[src/logic/mdp_regs.svh]
/*
  Constants of the compare / multiply / divide datapath: cycle counts per
  operation, source and outcome, and the condition flag bit positions.
  Assumes it is included by bare name from the datapath.
*/
// Notes on behaviour
// - Accumulator byte divide takes 3 cycles zero, 7 overflow, 15 normal.
// - Register byte divide takes 4 cycles zero, 8 overflow, 16 normal.
// - Memory byte divide takes 6, 9 or 19 cycles plus addressing correction.
// - Register word divide takes 4 cycles zero, 7 overflow, 22 normal.
// - Memory word divide takes 6, 8 or 26 cycles plus addressing correction.
// - Accumulator byte multiply takes 3 cycles if high byte zero, else 7.
// - Register byte multiply takes 4 cycles if register byte zero, else 8.
// - Memory byte multiply takes 5 or 9 cycles plus correction.
// - Accumulator word multiply takes 3 cycles if high word zero, else 11.
// - Register word multiply takes 4 cycles if register word zero, else 12.
// - Memory word multiply takes 5 or 13 cycles plus correction.
// - Accumulator byte divide: high word by low byte, quotient low, remainder high.
// - Signed register byte divide: quotient to accumulator, remainder to register.
// - Signed register word divide: long accumulator by word, same placement.
// - Long compare with immediate completes in 3 cycles, flags only.
// - Signed divide overflow may spoil the low accumulator; nothing relies on it.
`ifndef MDP_REGS_SVH
`define MDP_REGS_SVH

// ----------------------------------------------------------------------
// Flag bit positions
// ----------------------------------------------------------------------
`define MDP_FLAG_N 3
`define MDP_FLAG_Z 2
`define MDP_FLAG_V 1
`define MDP_FLAG_C 0
`define MDP_FLAGS_VC 4'h3
`define MDP_FLAGS_ALL 4'hf

// ----------------------------------------------------------------------
// Cycle counts: zero / overflow / normal
// ----------------------------------------------------------------------
`define MDP_UDB_ACC_Z 8'd3
`define MDP_UDB_ACC_O 8'd7
`define MDP_UDB_ACC_N 8'd15
`define MDP_UDB_REG_Z 8'd4
`define MDP_UDB_REG_O 8'd8
`define MDP_UDB_REG_N 8'd16
`define MDP_UDB_MEM_Z 8'd6
`define MDP_UDB_MEM_O 8'd9
`define MDP_UDB_MEM_N 8'd19
`define MDP_UDW_REG_Z 8'd4
`define MDP_UDW_REG_O 8'd7
`define MDP_UDW_REG_N 8'd22
`define MDP_UDW_MEM_Z 8'd6
`define MDP_UDW_MEM_O 8'd8
`define MDP_UDW_MEM_N 8'd26
// Multiply: zero operand / nonzero operand
`define MDP_UMB_ACC_Z 8'd3
`define MDP_UMB_ACC_N 8'd7
`define MDP_UMB_REG_Z 8'd4
`define MDP_UMB_REG_N 8'd8
`define MDP_UMB_MEM_Z 8'd5
`define MDP_UMB_MEM_N 8'd9
`define MDP_UMW_ACC_Z 8'd3
`define MDP_UMW_ACC_N 8'd11
`define MDP_UMW_REG_Z 8'd4
`define MDP_UMW_REG_N 8'd12
`define MDP_UMW_MEM_Z 8'd5
`define MDP_UMW_MEM_N 8'd13
// Compare: byte and word share counts, long differs
`define MDP_CPR_ACC 8'd1
`define MDP_CPR_REG 8'd2
`define MDP_CPR_MEM 8'd3
`define MDP_CPR_IMM 8'd2
`define MDP_CPRL_REG 8'd6
`define MDP_CPRL_MEM 8'd7
`define MDP_CPRL_IMM 8'd3

`endif

[src/logic/mdp_pkg.sv]
/*
  Types of the compare / multiply / divide datapath.
  Assumes mdp_regs.svh is on the include path.
*/
package mdp_pkg;
  typedef enum logic [3:0] {
    OP_COMPARE_BYTE           = 4'h0,
    OP_COMPARE_WORD           = 4'h1,
    OP_COMPARE_LONG           = 4'h2,
    OP_UNSIGNED_DIVIDE_BYTE   = 4'h3,
    OP_UNSIGNED_DIVIDE_WORD   = 4'h4,
    OP_SIGNED_DIVIDE_BYTE     = 4'h5,
    OP_SIGNED_DIVIDE_WORD     = 4'h6,
    OP_UNSIGNED_MULTIPLY_BYTE = 4'h7,
    OP_UNSIGNED_MULTIPLY_WORD = 4'h8
  } mdp_op_t;

  typedef enum logic [1:0] {
    SRC_ACC = 2'h0,
    SRC_REG = 2'h1,
    SRC_MEM = 2'h2,
    SRC_IMM = 2'h3
  } mdp_src_t;

  typedef enum logic {
    ST_IDLE = 1'b0,
    ST_RUN  = 1'b1
  } mdp_st_t;

  typedef struct packed {
    mdp_st_t     st;
    logic        busy;
    logic        done;
    logic [7:0]  cnt;
    logic [31:0] acc;
    logic [31:0] res;
    logic [3:0]  flags;
    logic        acc_wp;
    logic        res_wp;
    logic [3:0]  flag_wp;
    logic        acc_we;
    logic        res_we;
    logic [3:0]  flag_we;
  } mdp_state_t;
endpackage : mdp_pkg

[src/logic/mdp_datapath.sv]
/*
  Compare, unsigned multiply and signed/unsigned divide datapath with
  operand-dependent execution time.
  Assumes the sequencer supplies operands and addressing corrections with a
  one-cycle START while BUSY is low, and performs the write-backs itself.
*/
`timescale 1ns/1ps
`default_nettype none
`include "mdp_regs.svh"

module mdp_datapath
  import mdp_pkg::*;
#(
  parameter int CORR_W = 4
) (
  input  wire logic              CLK,
  input  wire logic              SYS_RST,
  input  wire logic              CE,
  input  wire logic              START,
  input  wire mdp_op_t           OP,
  input  wire mdp_src_t          SRC,
  input  wire logic [31:0]       ACC_IN,
  input  wire logic [31:0]       OPND_IN,
  input  wire logic [CORR_W-1:0] CORR_A,
  input  wire logic [CORR_W-1:0] CORR_B,
  output logic                   BUSY,
  output logic                   DONE,
  output logic [31:0]            ACC_OUT,
  output logic                   ACC_WE,
  output logic [31:0]            RES_OUT,
  output logic                   RES_WE,
  output logic [3:0]             FLAGS,
  output logic [3:0]             FLAG_WE
);

  // ----------------------------------------------------------------------
  // Cycle count selection
  // ----------------------------------------------------------------------
  function automatic logic [7:0] base_cycles(input mdp_op_t op, input mdp_src_t src,
                                             input logic zero, input logic ovf);
    logic [1:0] k;
    k = {src == SRC_MEM, src == SRC_ACC};
    base_cycles = 8'd1;
    unique case (op)
      OP_COMPARE_BYTE, OP_COMPARE_WORD: begin
        unique case (src)
          SRC_ACC: base_cycles = `MDP_CPR_ACC;
          SRC_REG: base_cycles = `MDP_CPR_REG;
          SRC_MEM: base_cycles = `MDP_CPR_MEM;
          SRC_IMM: base_cycles = `MDP_CPR_IMM;
        endcase
      end
      OP_COMPARE_LONG: begin
        unique case (src)
          SRC_MEM: base_cycles = `MDP_CPRL_MEM;
          SRC_IMM: base_cycles = `MDP_CPRL_IMM;
          default: base_cycles = `MDP_CPRL_REG;
        endcase
      end
      OP_UNSIGNED_DIVIDE_BYTE, OP_SIGNED_DIVIDE_BYTE: begin
        unique case (k)
          2'b01:   base_cycles = zero ? `MDP_UDB_ACC_Z : ovf ? `MDP_UDB_ACC_O
                                                        : `MDP_UDB_ACC_N;
          2'b10:   base_cycles = zero ? `MDP_UDB_MEM_Z : ovf ? `MDP_UDB_MEM_O
                                                        : `MDP_UDB_MEM_N;
          default: base_cycles = zero ? `MDP_UDB_REG_Z : ovf ? `MDP_UDB_REG_O
                                                        : `MDP_UDB_REG_N;
        endcase
      end
      OP_UNSIGNED_DIVIDE_WORD, OP_SIGNED_DIVIDE_WORD: begin
        if (src == SRC_MEM) begin
          base_cycles = zero ? `MDP_UDW_MEM_Z : ovf ? `MDP_UDW_MEM_O
                                               : `MDP_UDW_MEM_N;
        end else begin
          base_cycles = zero ? `MDP_UDW_REG_Z : ovf ? `MDP_UDW_REG_O
                                               : `MDP_UDW_REG_N;
        end
      end
      OP_UNSIGNED_MULTIPLY_BYTE: begin
        unique case (k)
          2'b01:   base_cycles = zero ? `MDP_UMB_ACC_Z : `MDP_UMB_ACC_N;
          2'b10:   base_cycles = zero ? `MDP_UMB_MEM_Z : `MDP_UMB_MEM_N;
          default: base_cycles = zero ? `MDP_UMB_REG_Z : `MDP_UMB_REG_N;
        endcase
      end
      OP_UNSIGNED_MULTIPLY_WORD: begin
        unique case (k)
          2'b01:   base_cycles = zero ? `MDP_UMW_ACC_Z : `MDP_UMW_ACC_N;
          2'b10:   base_cycles = zero ? `MDP_UMW_MEM_Z : `MDP_UMW_MEM_N;
          default: base_cycles = zero ? `MDP_UMW_REG_Z : `MDP_UMW_REG_N;
        endcase
      end
      default: base_cycles = 8'd1;
    endcase
  endfunction : base_cycles

  function automatic logic is_div(input mdp_op_t op);
    is_div = (op == OP_UNSIGNED_DIVIDE_BYTE) || (op == OP_UNSIGNED_DIVIDE_WORD) ||
             (op == OP_SIGNED_DIVIDE_BYTE) || (op == OP_SIGNED_DIVIDE_WORD);
  endfunction : is_div

  function automatic logic is_mul(input mdp_op_t op);
    is_mul = (op == OP_UNSIGNED_MULTIPLY_BYTE) || (op == OP_UNSIGNED_MULTIPLY_WORD);
  endfunction : is_mul

  // ----------------------------------------------------------------------
  // State
  // ----------------------------------------------------------------------
  mdp_state_t s_q;
  mdp_state_t s_d;
  logic       go;

  assign go = START && !s_q.busy;

  always_comb begin
    logic        byte_op;
    logic        sgn;
    logic        zero;
    logic        ovf;
    logic [31:0] dvd;
    logic [31:0] dvs;
    logic [31:0] q;
    logic [31:0] r;
    logic [31:0] sq;
    logic [31:0] ca;
    logic [31:0] cb;
    logic [32:0] diff;
    logic [7:0]  n;
    byte_op = 1'b0;
    sgn     = 1'b0;
    zero    = 1'b0;
    ovf     = 1'b0;
    dvd     = 32'h0;
    dvs     = 32'h0;
    q       = 32'h0;
    r       = 32'h0;
    sq      = 32'h0;
    ca      = 32'h0;
    cb      = 32'h0;
    diff    = 33'h0;
    n       = 8'h0;
    s_d      = s_q;
    s_d.done = 1'b0;
    s_d.acc_we  = 1'b0;
    s_d.res_we  = 1'b0;
    s_d.flag_we = 4'h0;
    unique case (s_q.st)
      ST_IDLE: begin
        if (go) begin
          byte_op = (OP == OP_UNSIGNED_DIVIDE_BYTE) || (OP == OP_SIGNED_DIVIDE_BYTE);
          sgn     = (OP == OP_SIGNED_DIVIDE_BYTE) || (OP == OP_SIGNED_DIVIDE_WORD);
          s_d.acc     = ACC_IN;
          s_d.acc_wp  = 1'b0;
          s_d.res_wp  = 1'b0;
          s_d.flag_wp = 4'h0;
          if (is_div(OP)) begin
            // Accumulator form: high word by low byte
            if (byte_op && SRC == SRC_ACC) begin
              dvd = {16'h0, ACC_IN[31:16]};
              dvs = {24'h0, ACC_IN[7:0]};
            end else if (byte_op) begin
              dvd = {16'h0, ACC_IN[15:0]};
              dvs = {24'h0, OPND_IN[7:0]};
            end else begin
              dvd = ACC_IN;
              dvs = {16'h0, OPND_IN[15:0]};
            end
            if (sgn) begin
              dvd = byte_op ? {{16{dvd[15]}}, dvd[15:0]} : dvd;
              dvs = byte_op ? {{24{dvs[7]}}, dvs[7:0]} : {{16{dvs[15]}}, dvs[15:0]};
            end
            zero = (dvs == 32'h0);
            if (!zero) begin
              if (sgn) begin
                sq = 32'($signed(dvd) / $signed(dvs));
                r  = 32'($signed(dvd) % $signed(dvs));
                q  = sq;
                ovf = byte_op ? (sq != {{24{sq[7]}}, sq[7:0]})
                              : (sq != {{16{sq[15]}}, sq[15:0]});
              end else begin
                q   = dvd / dvs;
                r   = dvd % dvs;
                ovf = byte_op ? (q[31:8] != 24'h0) : (q[31:16] != 16'h0);
              end
            end
            // Only the V and C flags are written back on overflow or zero divisor, which
            // also keeps the low accumulator intact where it may be spoilt.
            if (!zero && !ovf) begin
              s_d.acc_wp = 1'b1;
              if (byte_op && SRC == SRC_ACC) begin
                s_d.acc[7:0]   = q[7:0];
                s_d.acc[23:16] = r[7:0];
              end else if (byte_op) begin
                s_d.acc[7:0] = q[7:0];
                s_d.res      = {24'h0, r[7:0]};
                s_d.res_wp   = 1'b1;
              end else begin
                s_d.acc[15:0] = q[15:0];
                s_d.res       = {16'h0, r[15:0]};
                s_d.res_wp    = 1'b1;
              end
            end
            s_d.flags[`MDP_FLAG_V] = zero | ovf;
            s_d.flags[`MDP_FLAG_C] = zero;
            s_d.flag_wp = `MDP_FLAGS_VC;
          end else if (is_mul(OP)) begin
            s_d.acc_wp = 1'b1;
            if (OP == OP_UNSIGNED_MULTIPLY_BYTE) begin
              dvs  = SRC == SRC_ACC ? {24'h0, ACC_IN[23:16]} : {24'h0, OPND_IN[7:0]};
              zero = dvs[7:0] == 8'h0;
              s_d.acc[15:0] = 16'(ACC_IN[7:0] * dvs[7:0]);
            end else begin
              dvs  = SRC == SRC_ACC ? {16'h0, ACC_IN[31:16]} : {16'h0, OPND_IN[15:0]};
              zero = dvs[15:0] == 16'h0;
              s_d.acc = 32'(ACC_IN[15:0] * dvs[15:0]);
            end
          end else begin
            // Operands left-aligned so one subtractor serves all widths
            unique case (OP)
              OP_COMPARE_BYTE: begin
                ca = SRC == SRC_ACC ? {ACC_IN[23:16], 24'h0} : {ACC_IN[7:0], 24'h0};
                cb = SRC == SRC_ACC ? {ACC_IN[7:0], 24'h0} : {OPND_IN[7:0], 24'h0};
              end
              OP_COMPARE_WORD: begin
                ca = SRC == SRC_ACC ? {ACC_IN[31:16], 16'h0} : {ACC_IN[15:0], 16'h0};
                cb = SRC == SRC_ACC ? {ACC_IN[15:0], 16'h0} : {OPND_IN[15:0], 16'h0};
              end
              default: begin
                ca = ACC_IN;
                cb = OPND_IN;
              end
            endcase
            diff = {1'b0, ca} - {1'b0, cb};
            s_d.flags[`MDP_FLAG_N] = diff[31];
            s_d.flags[`MDP_FLAG_Z] = diff[31:0] == 32'h0;
            s_d.flags[`MDP_FLAG_V] = (ca[31] ^ cb[31]) & (ca[31] ^ diff[31]);
            s_d.flags[`MDP_FLAG_C] = diff[32];
            s_d.flag_wp = `MDP_FLAGS_ALL;
          end
          n = base_cycles(OP, SRC, zero, ovf);
          if (SRC == SRC_MEM) begin
            n = n + 8'(CORR_A) + 8'(CORR_B);
            if (is_div(OP) && !zero && !ovf) begin
              n = n + 8'(CORR_B);
            end
          end
          s_d.cnt  = n - 8'd1;
          s_d.st   = ST_RUN;
          s_d.busy = 1'b1;
        end
      end
      ST_RUN: begin
        if (s_q.cnt == 8'h0) begin
          s_d.st      = ST_IDLE;
          s_d.busy    = 1'b0;
          s_d.done    = 1'b1;
          s_d.acc_we  = s_q.acc_wp;
          s_d.res_we  = s_q.res_wp;
          s_d.flag_we = s_q.flag_wp;
        end else begin
          s_d.cnt = s_q.cnt - 8'd1;
        end
      end
    endcase
  end

  always_ff @(posedge CLK or posedge SYS_RST) begin
    if (SYS_RST) begin
      s_q <= '0;
    end else if (CE) begin
      s_q <= s_d;
    end
  end

  assign BUSY    = s_q.busy;
  assign DONE    = s_q.done;
  assign ACC_OUT = s_q.acc;
  assign ACC_WE  = s_q.acc_we;
  assign RES_OUT = s_q.res;
  assign RES_WE  = s_q.res_we;
  assign FLAGS   = s_q.flags;
  assign FLAG_WE = s_q.flag_we;

  // ----------------------------------------------------------------------
  // Checks (CE held high during the measured span)
  // ----------------------------------------------------------------------
  property p_udb_acc_zero;
    @(posedge CLK) disable iff (SYS_RST || !CE)
    go && OP == OP_UNSIGNED_DIVIDE_BYTE && SRC == SRC_ACC && ACC_IN[7:0] == 8'h0
    |=> !DONE ##1 !DONE ##1 !DONE ##1 DONE;
  endproperty
  a_udb_acc_zero: assert property (p_udb_acc_zero) else $error("byte divide zero time");

  property p_udb_reg_norm;
    @(posedge CLK) disable iff (SYS_RST || !CE)
    go && OP == OP_UNSIGNED_DIVIDE_BYTE && SRC == SRC_REG && OPND_IN[7:0] == 8'h10 &&
    ACC_IN[15:12] == 4'h0
    |-> ##17 DONE && ACC_WE && RES_WE;
  endproperty
  a_udb_reg_norm: assert property (p_udb_reg_norm) else $error("byte divide time");

  property p_udb_mem_zero;
    @(posedge CLK) disable iff (SYS_RST || !CE)
    go && OP == OP_UNSIGNED_DIVIDE_BYTE && SRC == SRC_MEM && OPND_IN[7:0] == 8'h0 &&
    CORR_A == CORR_W'(2) && CORR_B == CORR_W'(3)
    |-> ##12 DONE;
  endproperty
  a_udb_mem_zero: assert property (p_udb_mem_zero) else $error("mem divide time");

  property p_udw_reg_zero;
    @(posedge CLK) disable iff (SYS_RST || !CE)
    go && OP == OP_UNSIGNED_DIVIDE_WORD && SRC == SRC_REG && OPND_IN[15:0] == 16'h0
    |-> ##5 DONE && !ACC_WE && FLAGS[`MDP_FLAG_V];
  endproperty
  a_udw_reg_zero: assert property (p_udw_reg_zero) else $error("word divide zero");

  property p_umb_acc_norm;
    @(posedge CLK) disable iff (SYS_RST || !CE)
    go && OP == OP_UNSIGNED_MULTIPLY_BYTE && SRC == SRC_ACC && ACC_IN[23:16] != 8'h0
    |-> ##8 DONE;
  endproperty
  a_umb_acc_norm: assert property (p_umb_acc_norm) else $error("byte multiply time");

  property p_umw_reg_norm;
    @(posedge CLK) disable iff (SYS_RST || !CE)
    go && OP == OP_UNSIGNED_MULTIPLY_WORD && SRC == SRC_REG && OPND_IN[15:0] != 16'h0
    |-> ##13 DONE;
  endproperty
  a_umw_reg_norm: assert property (p_umw_reg_norm) else $error("word multiply time");

  property p_cpr_long_imm;
    @(posedge CLK) disable iff (SYS_RST || !CE)
    go && OP == OP_COMPARE_LONG && SRC == SRC_IMM
    |=> BUSY ##1 BUSY ##1 BUSY ##1 DONE && !BUSY && FLAG_WE == `MDP_FLAGS_ALL;
  endproperty
  a_cpr_long_imm: assert property (p_cpr_long_imm) else $error("long compare time");

  property p_cpr_no_write;
    @(posedge CLK) disable iff (SYS_RST)
    DONE && $past(s_q.flag_wp) == `MDP_FLAGS_ALL |-> !ACC_WE && !RES_WE;
  endproperty
  a_cpr_no_write: assert property (p_cpr_no_write) else $error("compare wrote data");

  property p_flag_scope;
    @(posedge CLK) disable iff (SYS_RST)
    DONE |-> FLAG_WE inside {4'h0, `MDP_FLAGS_VC, `MDP_FLAGS_ALL} && BUSY == 1'b0;
  endproperty
  a_flag_scope: assert property (p_flag_scope) else $error("flag mask wrong");

endmodule : mdp_datapath

`default_nettype wire

[config.mk]
export PLATFORM = sky130hd
export DESIGN_NAME = mdp_datapath
export DESIGN_NICKNAME = d
export VERILOG_FILES = /design/src/logic/mdp_pkg.sv /design/src/logic/mdp_datapath.sv
export VERILOG_INCLUDE_DIRS = /design/src /design/src/logic
export SDC_FILE = /design/constraint.sdc
export NUM_CORES = 2
export LEC_CHECK = 0
export BUFFER_PORTS_ARGS = -buffer_cell sky130_fd_sc_hd__clkbuf_2
export CAP_MARGIN = 0
export CORE_UTILIZATION = 55
export DETAILED_ROUTE_END_ITERATION = 16
export GPL_TIMING_DRIVEN = 0
export PLACE_DENSITY = 0.71
export SLEW_MARGIN = 0
export SYNTH_ARGS = -nofsm -noshare
export SYNTH_HDL_FRONTEND = slang
export SYNTH_SLANG_ARGS = --single-unit
[constraint.sdc]
create_clock -name CLK -period 4.8 [get_ports CLK]
set_clock_uncertainty 0.2 [all_clocks]
set_input_delay 1.2 -clock CLK [delete_from_list [all_inputs] [get_ports CLK]]
set_output_delay 1.2 -clock CLK [all_outputs]
set_load 0.1 [all_outputs]
==> flow_summary.ini <==
[worst_setup_path]
worstPathMaxFanout = 11
cp.arrival_ns = 77.48
crit_path_top_delay_cell = o31ai_2
end_kind = flop
crit_top_cell = ha_4
max_stage_delay_ns = 0.71
start_kind = primary input
timing_worst_setup_path_type = primary input to flop
required_ns = 4.91

[logic_synthesis]
ys_ff_latch = 71
async_flop_share_pct = 100
ys.flop_type = dfrtp_1
ys_warn_count = 0
synth_compound_area_share_pct = 28.6
synth_fa_ha_area_share_pct = 26.5
yosysUniqueCellTypes = 117
ys_seq_area_share_pct = 2.31
synthCells = 11000
synth_edf_count = 0
synth_top_family_by_area = compound AO/OA/AOI/OAI gates
synth_xor_area_share_pct = 8.30
synth.area.mux_share_pct = 3.34
avgSynthCellArea_sq_um = 6.98
syn-cell-area_sq_mm = 0.0770
synth-simple-area-share_pct = 25.0

[sta]
fmax_ghz = 0.0129
slew_viol_final = 39
setup_violations = 62
rsz0062_at_grt = true
slew_headroom_pct = -7.38
finalCritPeriodShare_pct = 1610
whs_ns = 0.289
tightestPinTransition_ns = 1.61
hold_violations = 0
setup_slack_ns = -72.56
period_needed_ns = 77.36

[cts]
cts_inserted_buffers = 9
cts_hold_buf = 0
cts_root_buffer = clkbuf_16
clk_pin_slew_worst_paths_ns = 0.11
clkLatencyLatePin_ns = 0.44
h-tree-depth = 3
cts_tree = done
cts_buffer_depth = 2
clock_sinks = 71

[run_status]
violations = max-capacitance violations, max-slew violations, negative setup slack
outcome = complete, but fails checks

[layout]
design_area_sq_mm = 0.102
drive_above_1_share_pct = 25.3
fin_cells = 14200
areaGrowthSynthToFinish_pct = 32.3
fin_nets = 13900

[placed_design]
port_buffers = 116
dp_cells = 13200
postPlaceCellArea_sq_mm = 0.0853
routabilityCongestion = 1.08
dpl.hpwl_mm = 265

[grt]
antenna_found_initial = 23
grt_usage_pct = 45.6
grt_first_pass_wirelength_mm = 508
grt_pass1_vias = 87500
grt_start_max_net_pins = 56
overflow = 0

[floorplan]
die_w_um = 376
ios = 158
core-area_sq_mm = 0.138
rows = 136
die_h_um = 376
initial_core_util_pct = 55.8
die_area_sq_mm = 0.142

[drt]
ant_nets = 0
wl_mm = 354
drc = 0
drt_iter0_drc = 12400
via_count = 95600
wl_per_cell_um = 25.0
avgViaCountPerCell = 6.74
drt_pass1_iterations = 9

[hold_path]
holdCritPathClass = flop to flop

[run]
drv_cap = 3
## synth_stat cells (all sizes together), types with 36 or more instances
| cell | instances | area, sq um |
|---|---|---|
| ha | 1251 | 15700 |
| nand2 | 1206 | 4540 |
| nor2 | 1056 | 3980 |
| a21oi | 810 | 4070 |
| inv | 659 | 2470 |
| o21ai | 624 | 3120 |
| xnor2 | 477 | 4190 |
| nor3 | 416 | 2110 |
| o21a | 348 | 2610 |
| clkbuf | 329 | 1230 |
| a21o | 317 | 2380 |
| nand3 | 263 | 1320 |
| xor2 | 251 | 2210 |
| fa | 239 | 4780 |
| and2 | 189 | 1180 |
| a31oi | 169 | 1070 |
| nor2b | 157 | 982 |
| mux2 | 149 | 1680 |
| nand4 | 149 | 938 |
| buf | 146 | 885 |
| a211oi | 130 | 1020 |
| or3 | 130 | 818 |
| o211ai | 123 | 928 |
| o31ai | 109 | 838 |
| nand2b | 108 | 676 |
| o21bai | 90 | 676 |
| mux2i | 88 | 897 |
| or2 | 86 | 538 |
| and3 | 84 | 526 |
| nor4 | 75 | 505 |
| dfrtp | 71 | 1780 |
| a21boi | 60 | 450 |
| o22ai | 43 | 269 |
| a221o | 37 | 370 |
| a211o | 36 | 315 |
## critical path, delay by kind of cell
kind	cells	cell delay, ns
compound gates	160	34.09
xor+xnor	2	0.52
fa+ha+maj	36	10.04
buf+inv	79	12.19
mux	6	1.75
simple gates	95	17.31
## final timing paths
check / startpoint / end / slack (ns) / depth (start not counted)
setup / recovery: OP[3] / s_q[86] / -72.56 / 378
hold / removal: FLAGS[3] / FLAGS[3] / 0.29 / 2
setup reg to reg: BUSY / FLAGS[2] / -0.08 / 13
hold reg to reg: FLAGS[3] / FLAGS[3] / 0.29 / 2
max in group asynchronous: SYS_RST / BUSY / 3.15 / 3
min in group asynchronous: SYS_RST / RES_OUT[0] / 0.57 / 2
## flip-flops by register name (all words and copies together) (netlist names)
register  flops
ACC_OUT      32
ACC_WE        1
BUSY          1
DONE          1
FLAGS         4
FLAG_WE       2
RES_OUT      16
RES_WE        1
s_q          13
## cell usage in the layout, fill, tap and decap left out, drive strengths merged, types with 109 or more instances in the layout
master	Yosys	layout
a211oi	130	130
a21o	317	317
a21oi	810	810
a31oi	169	169
and2	189	189
buf	146	1208
clkbuf	329	361
conb	2	152
fa	239	239
ha	1251	1251
inv	659	664
mux2	149	149
nand2	1206	1206
nand3	263	263
nand4	149	149
nor2	1056	1056
nor2b	157	157
nor3	416	416
o211ai	123	123
o21a	348	348
o21ai	624	624
o31ai	109	109
or3	130	130
xnor2	477	477
xor2	251	251
## cell families (layout without fill, tap and decap cells)
logic type | count (synthesis) | after routing
adders and majority gates | 1490 | 1490
muxes | 237 | 237
other | 2 | 165
AOI/OAI and AO/OA | 3325 | 3325
DFF | 71 | 71
xor gates and xnor gates | 728 | 728
buffers and inverters | 1136 | 2239
and+or+nand+nor | 4054 | 4054
## routing by layer
layer	vias to the layer above	wire length, um	share of wire [%]	global-route usage [%]
met4	20	25300	7.1	25.7
met1	45200	137000	39	59.2
met2	6195	148000	42	69.6
met3	1579	44000	12	9.79
li1	42600	-	-	-
met5	-	142	0.040	0
## final cells by class
class                      instances  area, sq um
multi-input combinational       9986        81300
fill                           10800        36200
timing repair buffer            1097         9090
buffer                           465         4640
inverter                         661         2510
tap                             1863         2330
sequential                        71         1780
clock buffer                       9          225
clock inverter                     7         66.3
antenna                           13         32.5
## through the flow
step	setup WS [ns]	TNS [ns]	util, %
final	-72.56	-3651.11	73.8
after global routing	-74.30	-3745.60	73.8
after CTS	-71.55	-3635.00	67.0
after detailed placement	-86.75	-4393.99	61.7
after global placement	-90.38	-4572.52	61.0
after floorplan	-66.98	-3347.47	-
## timing repair
action,4_1_cts,5_1_grt
pin swaps,322,711
cloned,3,21
setup endpoints to repair,63,63
setup buffers,373,550
gates resized for setup,818,1073
Power is left out: the tool's default activity adds up to more than one toggle a clock period on the data nets, which glitch-free logic cannot reach.
